===== config.mk =====
export PLATFORM = sky130hd
export DESIGN_NAME = ctm_timer
export DESIGN_NICKNAME = d
export VERILOG_FILES = /design/src/hdl/ctm_pkg.sv /design/src/hdl/ctm_timer.sv
export SDC_FILE = /design/constraint.sdc
export NUM_CORES = 1
export LEC_CHECK = 0
export BUFFER_PORTS_ARGS = -buffer_cell sky130_fd_sc_hd__buf_2
export CAP_MARGIN = 20
export CORE_ASPECT_RATIO = 1.1
export CORE_MARGIN = 10
export CORE_UTILIZATION = 37
export CTS_CLUSTER_SIZE = 10
export DETAILED_ROUTE_END_ITERATION = 7
export GPL_TIMING_DRIVEN = 0
export SYNTH_ARGS = -nofsm -noshare
export SYNTH_HDL_FRONTEND = slang
export SYNTH_SLANG_ARGS = --single-unit

===== constraint.sdc =====
create_clock -name MCLK -period 3.3 [get_ports MCLK]
set_input_delay 0.165 -clock MCLK [delete_from_list [all_inputs] [get_ports MCLK]]
set_output_delay 0.165 -clock MCLK [all_outputs]
set_load 0.01 [all_outputs]

===== src/hdl/ctm_pkg.sv =====
// Package of the compact timer: register map, field layout, modes and clock selects.
// Assumes a 32-bit APB master; each register takes one aligned word, data in the low byte.
package ctm_pkg;

  localparam int CTM_CNT_W = 10;
  localparam int CTM_P_W = 3;

  // Register byte addresses.
  localparam logic [7:0] CTM_OFS_CTRL0 = 8'h00;
  localparam logic [7:0] CTM_OFS_CTRL1 = 8'h04;
  localparam logic [7:0] CTM_OFS_CNT_LO = 8'h08;
  localparam logic [7:0] CTM_OFS_CNT_HI = 8'h0C;
  localparam logic [7:0] CTM_OFS_CMPA_LO = 8'h10;
  localparam logic [7:0] CTM_OFS_CMPA_HI = 8'h14;
  localparam logic [7:0] CTM_OFS_FLAGS = 8'h18;

  // Control register zero field positions.
  localparam int CTM_C0_ON = 3;
  localparam int CTM_C0_CK_LSB = 4;

  // Flag register bit positions; write one to clear.
  localparam int CTM_FLAG_A = 0;
  localparam int CTM_FLAG_P = 1;

  localparam logic [7:0] CTM_RST_BYTE = 8'h00;
  localparam logic [CTM_CNT_W-1:0] CTM_CNT_MAX = 10'h3FF;
  localparam logic [CTM_P_W-1:0] CTM_P_ZERO = 3'h0;

  // Divider ratios for internal clock selects.
  localparam int CTM_DIV_SYS4 = 4;
  localparam int CTM_DIV_H16 = 16;
  localparam int CTM_DIV_H64 = 64;

  typedef enum logic [1:0] {
    CTM_MODE_CMP = 2'h0,
    CTM_MODE_UNDEF = 2'h1,
    CTM_MODE_PWM = 2'h2,
    CTM_MODE_TMR = 2'h3
  } ctm_mode_type;

  typedef enum logic [2:0] {
    CTM_CK_SYS4 = 3'h0,
    CTM_CK_SYS = 3'h1,
    CTM_CK_H16 = 3'h2,
    CTM_CK_H64 = 3'h3,
    CTM_CK_TBC0 = 3'h4,
    CTM_CK_TBC1 = 3'h5,
    CTM_CK_EXTR = 3'h6,
    CTM_CK_EXTF = 3'h7
  } ctm_clk_sel_type;

  // Control register one layout, bit 7 first.
  typedef struct packed {
    ctm_mode_type op_mode;
    logic [1:0] pin_action;
    logic pin_initial_level;
    logic pin_invert;
    logic period_duty_swap;
    logic clear_source_sel;
  } ctm_ctrl1_type;

  // APB request bundle.
  typedef struct packed {
    logic psel;
    logic penable;
    logic pwrite;
    logic [7:0] paddr;
    logic [31:0] pwdata;
  } ctm_apb_req_type;

  // External clock and time-base inputs.
  typedef struct packed {
    logic fh;
    logic ftbc;
    logic ext_clk;
  } ctm_clk_in_type;

endpackage


===== src/hdl/ctm_timer.sv =====
// Compact 10-bit timer with compare-match, timer/counter and edge-aligned PWM modes.
// Assumes all inputs synchronous to MCLK; fH, fTBC and the external pin are sampled levels.
//
// Our own choices: the register addresses and the APB slave port.
`timescale 1ns/1ps
`default_nettype none

module ctm_timer
  import ctm_pkg::*;
(
  // Clock and reset.
  input wire logic MCLK,
  input wire logic RSTN,
  // APB slave.
  input wire ctm_pkg::ctm_apb_req_type APB_REQ,
  output logic [31:0] PRDATA,
  output logic PREADY,
  output logic PSLVERR,
  // Count clock sources.
  input wire ctm_pkg::ctm_clk_in_type CLK_IN,
  // Timer output pin and flags.
  output logic TMR_OUT,
  output logic MATCH_A_FLAG,
  output logic MATCH_P_FLAG
);
  import ctm_pkg::*;

  //////////////////////////////////////////////////////////////////////////////
  // Registers.
  logic [7:0] ctrl0_q;
  ctm_ctrl1_type ctrl1_q;
  logic [7:0] cmpa_lo_q;
  logic [1:0] cmpa_hi_q;
  logic [CTM_CNT_W-1:0] cnt_q;
  logic [CTM_CNT_W-1:0] cnt_nx;
  logic on_prev_q;
  logic pin_q;
  logic flag_a_q;
  logic flag_p_q;
  logic [5:0] div_q;
  logic fh_prev_q;
  logic ftbc_prev_q;
  logic ext_prev_q;
  logic [3:0] hdiv_q;
  logic [1:0] hdiv64_q;

  logic counter_on;
  logic on_rise;
  logic tick;
  logic [CTM_CNT_W-1:0] cmpa_val;
  logic [CTM_P_W-1:0] cmpp_val;
  logic match_a;
  logic match_p;
  logic clear_cnt;
  logic set_a;
  logic set_p;
  logic pwm_active;
  logic pwm_level;
  logic out_d;
  logic wr_en;
  logic rd_en;
  logic addr_ok;
  logic clr_a;
  logic clr_p;

  assign counter_on = ctrl0_q[CTM_C0_ON];
  assign on_rise = counter_on && !on_prev_q;
  assign cmpa_val = {cmpa_hi_q, cmpa_lo_q};
  assign cmpp_val = ctrl0_q[CTM_P_W-1:0];
  // Matches are taken as the counter steps onto a compare value, so a clear there gives a
  // period of exactly that many counts, in line with the 1024 counts of a plain wrap.
  assign cnt_nx = cnt_q + 10'h001;

  // Turns a 3-bit P code into a count; code zero means full range.
  function automatic logic [CTM_CNT_W:0] p_to_count(input logic [CTM_P_W-1:0] code);
    if (code == CTM_P_ZERO)
    begin
      return {1'b1, {CTM_CNT_W{1'b0}}};
    end
    return {1'b0, code, {(CTM_CNT_W-CTM_P_W){1'b0}}};
  endfunction

  //////////////////////////////////////////////////////////////////////////////
  // APB decode. The slave answers in the access cycle, so there are no wait states.
  assign wr_en = APB_REQ.psel && APB_REQ.penable && APB_REQ.pwrite;
  assign rd_en = APB_REQ.psel && !APB_REQ.penable && !APB_REQ.pwrite;

  always_comb
  begin
    case (APB_REQ.paddr)
      CTM_OFS_CTRL0, CTM_OFS_CTRL1, CTM_OFS_CNT_LO, CTM_OFS_CNT_HI,
      CTM_OFS_CMPA_LO, CTM_OFS_CMPA_HI, CTM_OFS_FLAGS: addr_ok = 1'b1;
      default: addr_ok = 1'b0;
    endcase
  end

  assign clr_a = wr_en && addr_ok && (APB_REQ.paddr == CTM_OFS_FLAGS) &&
                 APB_REQ.pwdata[CTM_FLAG_A];
  assign clr_p = wr_en && addr_ok && (APB_REQ.paddr == CTM_OFS_FLAGS) &&
                 APB_REQ.pwdata[CTM_FLAG_P];

  // Register writes. Mode and pin action should only change while stopped.
  always_ff @(posedge MCLK or negedge RSTN)
  begin
    if (!RSTN)
    begin
      ctrl0_q <= CTM_RST_BYTE;
      ctrl1_q <= CTM_RST_BYTE;
      cmpa_lo_q <= CTM_RST_BYTE;
      cmpa_hi_q <= 2'h0;
    end
    else if (wr_en)
    begin
      case (APB_REQ.paddr)
        CTM_OFS_CTRL0: ctrl0_q <= APB_REQ.pwdata[7:0];
        CTM_OFS_CTRL1: ctrl1_q <= APB_REQ.pwdata[7:0];
        CTM_OFS_CMPA_LO: cmpa_lo_q <= APB_REQ.pwdata[7:0];
        CTM_OFS_CMPA_HI: cmpa_hi_q <= APB_REQ.pwdata[1:0];
        default: ;
      endcase
    end
  end

  // Read data is registered in setup so it is stable in the access cycle.
  always_ff @(posedge MCLK or negedge RSTN)
  begin
    if (!RSTN)
    begin
      PRDATA <= 32'h0000_0000;
    end
    else if (rd_en)
    begin
      case (APB_REQ.paddr)
        CTM_OFS_CTRL0: PRDATA <= {24'h000000, ctrl0_q};
        CTM_OFS_CTRL1: PRDATA <= {24'h000000, ctrl1_q};
        CTM_OFS_CNT_LO: PRDATA <= {24'h000000, cnt_q[7:0]};
        CTM_OFS_CNT_HI: PRDATA <= {30'h00000000, cnt_q[9:8]};
        CTM_OFS_CMPA_LO: PRDATA <= {24'h000000, cmpa_lo_q};
        CTM_OFS_CMPA_HI: PRDATA <= {30'h00000000, cmpa_hi_q};
        CTM_OFS_FLAGS: PRDATA <= {30'h00000000, flag_p_q, flag_a_q};
        default: PRDATA <= 32'h0000_0000;
      endcase
    end
  end

  // Ready high from the first clock after reset; unmapped addresses get an error in the access phase.
  always_ff @(posedge MCLK or negedge RSTN)
  begin
    if (!RSTN)
    begin
      PREADY <= 1'b0;
      PSLVERR <= 1'b0;
    end
    else
    begin
      PREADY <= 1'b1;
      PSLVERR <= APB_REQ.psel && !APB_REQ.penable && !addr_ok;
    end
  end

  //////////////////////////////////////////////////////////////////////////////
  // Count clock selection. The fH taps divide the sampled fH edge rate.
  always_ff @(posedge MCLK or negedge RSTN)
  begin
    if (!RSTN)
    begin
      div_q <= 6'h00;
      fh_prev_q <= 1'b0;
      ftbc_prev_q <= 1'b0;
      ext_prev_q <= 1'b0;
      hdiv_q <= 4'h0;
      hdiv64_q <= 2'h0;
    end
    else
    begin
      div_q <= div_q + 6'h01;
      fh_prev_q <= CLK_IN.fh;
      ftbc_prev_q <= CLK_IN.ftbc;
      ext_prev_q <= CLK_IN.ext_clk;
      if (CLK_IN.fh && !fh_prev_q)
      begin
        hdiv_q <= hdiv_q + 4'h1;
        if (hdiv_q == 4'(CTM_DIV_H16 - 1))
        begin
          hdiv64_q <= hdiv64_q + 2'h1;
        end
      end
    end
  end

  // One-cycle count enable from the chosen source.
  always_comb
  begin
    case (ctm_clk_sel_type'(ctrl0_q[CTM_C0_CK_LSB +: 3]))
      CTM_CK_SYS4: tick = (div_q[1:0] == 2'(CTM_DIV_SYS4 - 1));
      CTM_CK_SYS: tick = 1'b1;
      CTM_CK_H16: tick = CLK_IN.fh && !fh_prev_q && (hdiv_q == 4'(CTM_DIV_H16 - 1));
      CTM_CK_H64: tick = CLK_IN.fh && !fh_prev_q && (hdiv_q == 4'(CTM_DIV_H16 - 1)) &&
                         (hdiv64_q == 2'(CTM_DIV_H64 / CTM_DIV_H16 - 1));
      CTM_CK_TBC0, CTM_CK_TBC1: tick = CLK_IN.ftbc && !ftbc_prev_q;
      CTM_CK_EXTR: tick = CLK_IN.ext_clk && !ext_prev_q;
      CTM_CK_EXTF: tick = !CLK_IN.ext_clk && ext_prev_q;
      default: tick = 1'b0;
    endcase
  end

  //////////////////////////////////////////////////////////////////////////////
  // Comparators and clear selection.
  always_comb
  begin
    match_p = tick && (cnt_nx[CTM_CNT_W-1 -: CTM_P_W] == cmpp_val) &&
              (cmpp_val != CTM_P_ZERO) && (cnt_nx[CTM_CNT_W-CTM_P_W-1:0] == '0);
    match_a = tick && (cnt_nx == cmpa_val) && (cmpa_val != '0);
    set_a = 1'b0;
    set_p = 1'b0;
    clear_cnt = 1'b0;
    if (ctrl1_q.op_mode == CTM_MODE_PWM)
    begin
      // Period comes from one comparator, duty from the other.
      set_a = match_a;
      set_p = match_p;
      if (ctrl1_q.period_duty_swap)
      begin
        clear_cnt = match_a || (tick && cnt_q == CTM_CNT_MAX);
      end
      else
      begin
        clear_cnt = match_p || (tick && cnt_q == CTM_CNT_MAX);
      end
    end
    else if (ctrl1_q.op_mode != CTM_MODE_UNDEF)
    begin
      set_a = match_a;
      if (ctrl1_q.clear_source_sel)
      begin
        clear_cnt = match_a || (tick && cnt_q == CTM_CNT_MAX);
      end
      else
      begin
        set_p = match_p;
        clear_cnt = match_p || (tick && cnt_q == CTM_CNT_MAX);
      end
    end
  end

  // Counter: enable rise zeroes, disable holds.
  always_ff @(posedge MCLK or negedge RSTN)
  begin
    if (!RSTN)
    begin
      cnt_q <= '0;
      on_prev_q <= 1'b0;
    end
    else
    begin
      on_prev_q <= counter_on;
      if (on_rise)
      begin
        cnt_q <= '0;
      end
      else if (counter_on && tick)
      begin
        cnt_q <= clear_cnt ? '0 : cnt_nx;
      end
    end
  end

  // Sticky flags; a set in the clearing cycle wins.
  always_ff @(posedge MCLK or negedge RSTN)
  begin
    if (!RSTN)
    begin
      flag_a_q <= 1'b0;
      flag_p_q <= 1'b0;
    end
    else
    begin
      flag_a_q <= (counter_on && set_a) || (flag_a_q && !clr_a);
      flag_p_q <= (counter_on && set_p) || (flag_p_q && !clr_p);
    end
  end

  //////////////////////////////////////////////////////////////////////////////
  // PWM level: active from period start until the duty count is reached.
  always_comb
  begin
    if (ctrl1_q.period_duty_swap)
    begin
      pwm_active = {1'b0, cnt_q} < p_to_count(cmpp_val) ||
                   p_to_count(cmpp_val) >= {1'b0, cmpa_val};
    end
    else
    begin
      pwm_active = {1'b0, cnt_q} < {1'b0, cmpa_val} ||
                   {1'b0, cmpa_val} >= p_to_count(cmpp_val);
    end
    case (ctrl1_q.pin_action)
      2'h0: pwm_level = !ctrl1_q.pin_initial_level;
      2'h1: pwm_level = ctrl1_q.pin_initial_level;
      2'h2: pwm_level = pwm_active ? ctrl1_q.pin_initial_level : !ctrl1_q.pin_initial_level;
      default: pwm_level = !ctrl1_q.pin_initial_level;
    endcase
  end

  // Compare-mode pin state, loaded with the initial level at enable rise, else moved only by A-match flag events.
  always_ff @(posedge MCLK or negedge RSTN)
  begin
    if (!RSTN)
    begin
      pin_q <= 1'b0;
    end
    else if (on_rise)
    begin
      pin_q <= ctrl1_q.pin_initial_level;
    end
    else if (counter_on && set_a && ctrl1_q.op_mode == CTM_MODE_CMP)
    begin
      case (ctrl1_q.pin_action)
        2'h1: pin_q <= 1'b0;
        2'h2: pin_q <= 1'b1;
        2'h3: pin_q <= !pin_q;
        default: pin_q <= pin_q;
      endcase
    end
  end

  // Output pin; timer/counter mode parks it low since the pin is unused.
  always_comb
  begin
    case (ctrl1_q.op_mode)
      CTM_MODE_CMP: out_d = pin_q ^ ctrl1_q.pin_invert;
      CTM_MODE_PWM: out_d = pwm_level ^ ctrl1_q.pin_invert;
      default: out_d = 1'b0;
    endcase
  end

  always_ff @(posedge MCLK or negedge RSTN)
  begin
    if (!RSTN)
    begin
      TMR_OUT <= 1'b0;
      MATCH_A_FLAG <= 1'b0;
      MATCH_P_FLAG <= 1'b0;
    end
    else
    begin
      TMR_OUT <= out_d;
      MATCH_A_FLAG <= flag_a_q;
      MATCH_P_FLAG <= flag_p_q;
    end
  end

endmodule // ctm_timer

`default_nettype wire


==> flow_metrics.py <==
metrics = {
    "synthesis": {
        "synth.cell_area_sq_mm": 0.00426,
        "yosysMostFrequentCell": "dfrtp_1",
        "async_flop_share_pct": 100,
        "syn-instance-count": 439,
        "yosys.area.top_type": "dfrtp_1",
        "yosysTopAreaCellShare_pct": 37.6,
        "netlist_top_cells_count": "dfrtp_1 (64), nand2_1 (36), buf_4 (27)",
        "ys_seq_elements": 64,
        "yosysUniqueCellTypes": 65,
        "synth.avg_cell_area_sq_um": 9.69,
        "ys_warn_count": 0,
        "synth-main-ff-cell": "dfrtp_1",
        "ys_top_cells_by_area": "dfrtp_1 (38%), ha_1 (7.4%), mux2_2 (5.6%), buf_4 (4.8%), a31oi_1 (3.4%)",
        "synth-edff-count": 0,
        "yosysSeqAreaShare_pct": 37.6,
    },
    "timing": {
        "fmax_mhz": 341,
        "finalSetupViolCount": 0,
        "timing.slew.headroom_pct": 43.7,
        "hold_viol": 0,
        "tns_ns": 0,
        "worst_slack_ns": 0.365,
        "min_period_ns": 2.94,
        "fin_skew_ns": 0.00657,
        "worst_pin_slew_ns": 0.844,
        "drv_slew": 0,
        "rsz0062_at_grt": "false",
        "post-route-period-util_pct": 88.9,
    },
    "status": {
        "outcome": "finished clean",
    },
    "routing": {
        "wl_per_cell_microns": 17.3,
        "vias": 3510,
        "postRouteAntennaNets": 0,
        "detail_route.vias_per_cell": 5.27,
        "drcViolationCount": 0,
        "routed_wl_microns": 11500,
        "drtIter0Drc": 242,
        "drt_pass1_iterations": 5,
    },
    "floorplanning": {
        "die_area_sq_mm": 0.0162,
        "ios": 85,
        "rows": 41,
        "die_x_microns": 122,
        "initial_core_util_pct": 37.4,
        "die_y_microns": 132,
        "coreArea_sq_mm": 0.0114,
    },
    "global_routing": {
        "grt_overflow": 0,
        "antenna_found_initial": 0,
        "grt_first_pass_wirelength_microns": 18600,
        "grt_pass1_vias": 3530,
        "grt_max_degree": 65,
        "track_usage_pct": 14.5,
    },
    "hold_path": {
        "hold_class": "primary input to register",
    },
    "clock_network": {
        "cts_sinks": 64,
        "cts-buffers-inserted": 9,
        "cts-htree-levels": 3,
        "insertion_delay_ns": 0.33,
        "ctsResizeCount": 0,
        "clk_pin_slew_ns": 0.06,
        "cts_tree": "built",
        "clk_path_buf_depth": 2,
        "ctsRootBufferMaster": "clkbuf_16",
    },
    "power": {
        "power_density_mw_per_mm2": 433,
        "vdd_drop_max_mv": 0.350,
        "p_total_w": 0.00219,
        "leakagePower_nw": 2.36,
    },
    "setup_path": {
        "path_class": "register to register",
        "r2r_start": "cnt_q[1]$_DFFE_PN0P_",
        "cp-endpoint": "cnt_q[1]$_DFFE_PN0P_",
        "worstRegToRegCells": 10,
        "r2r_slack_ns": 0.36,
        "worstSetupEndpointType": "register",
        "cp_max_fo": 10,
        "r2r_end": "cnt_q[1]$_DFFE_PN0P_",
        "cp-startpoint": "cnt_q[1]$_DFFE_PN0P_",
        "crit_path_start_kind": "register",
        "critPathArrivalTime_ns": 3.15,
        "cp.required_ns": 3.52,
    },
    "cells_and_area": {
        "num_antenna_cells": 0,
        "fin_util_pct": 44.4,
        "area_growth_pct": 18.9,
        "drive_gt1_share_pct": 23.6,
        "fin_nets": 585,
    },
    "place": {
        "hpwl_microns": 8930,
        "dp_slack_ns": 0.260,
        "gp_congestion": 0.914,
        "port_buffers": 34,
    },
    "job": {
        "drv_cap": 0,
    },
}
-- per-stage QoR --
step | hold slack (ns) | std cells | cell area (sq um)
after global placement | 0.284 | 646 | 4700
after global routing | 0.107 | 666 | 5060
after detailed placement | 0.289 | 646 | 4700
after CTS | 0.0857 | 665 | 5050
final | 0.0847 | 666 | 5060
after floorplan | -0.131 | 462 | 4340
-- cell type report --
type                            count  area (sq um)
Clock inverter                      6          85.1
Sequential cell                    64          1600
Multi-Input combinational cell    325          2340
Fill cell                        1147          6330
Inverter                           26          97.6
Timing Repair Buffer               39           220
Clock buffer                        9           225
Tap cell                          150           188
Buffer                             47           302
-- worst max-delay path, stage by stage, from the launching register on --
cell and delay, ns:
dfrtp_1 0.55, ha_1 0.21, clkbuf_2 0.18, nand4_2 0.24, nor3_2 0.31, xnor3_1 0.18
nor4b_1 0.35, nand4b_1 0.15, buf_4 0.19, buf_2 0.19, a32o_1 0.27
-- power breakdown --
group	switching, W	internal, W
logic	0.000144	0.000130
registers	0.0000645	0.000855
clock network	0.000343	0.000653
-- per-layer routing --
metal  wire length [microns]  up-vias  share of wire, %  global-route usage (%)
met1                    4820     1707                42                    17.2
met2                    5790       93                50                    24.7
met5                       0        -                 0                       0
met3                     534       32               4.6                    2.77
li1                        -     1678                 -                       -
met4                     386        0               3.3                    6.16
-- what timing repair did --
item                                    in CTS  in global routing
endpoints found under the hold margin       67                  0
hold buffers                                 4                  0
buffers inserted                             0                  1
endpoints found under the setup margin       0                  4
-- placed cells by master (no fill, tap or decap), drive strengths merged, types with 5 or more instances in the layout --
master / synthesis / final
inv: 26 / 26
a222oi: 6 / 6
clkbuf: 13 / 22
xor2: 6 / 6
buf: 34 / 69
nand3: 17 / 17
o21ai: 21 / 21
and3: 6 / 6
and2: 5 / 5
ha: 25 / 25
nand3b: 5 / 5
nor2b: 5 / 5
mux2: 21 / 21
conb: 2 / 25
nor3: 10 / 10
nor2: 27 / 27
xnor2: 11 / 11
a31oi: 24 / 24
a21oi: 8 / 8
dfrtp: 64 / 64
nand2: 37 / 37
nand4: 7 / 7
-- cells by family after synthesis --
group | Yosys count | synth area share (%)
flops | 64 | 37.6
compound gates | 89 | 15.0
other cells | 2 | 0.176
simple gates | 141 | 18.7
buf+inv | 73 | 9.38
fa+ha+maj | 26 | 7.59
mux | 24 | 6.26
xor+xnor | 20 | 5.26
-- sequential cells by signal, summed over array words and instances, names as in the netlist, 2 cells and up --
signal and flops:
PRDATA 8, cmpa_hi_q 2, cmpa_lo_q 8, cnt_q 10
ctrl0_q 8, ctrl1_q 8, div_q 2, hdiv64_q 2
hdiv_q 4
-- worst min-delay path by stage --
| stage | start | endpoint | slack (ns) | cells past startpoint |
|---|---|---|---|---|
| final | APB_REQ[2] | ctrl0_q[2]$_DFFE_PN0P_ | 0.08 | 3 |
| after CTS | APB_REQ[2] | ctrl0_q[2]$_DFFE_PN0P_ | 0.09 | 3 |
| after floorplan | RSTN | MATCH_A_FLAG$_DFF_PN0_ | -0.13 | 0 |
| after detailed placement | CLK_IN[2] | fh_prev_q$_DFF_PN0_ | 0.29 | 1 |
| after global placement | CLK_IN[2] | fh_prev_q$_DFF_PN0_ | 0.28 | 1 |
| after global routing | APB_REQ[4] | ctrl1_q[4]$_DFFE_PN0P_ | 0.11 | 2 |
Note: power is estimated with default switching activity, not from simulation.
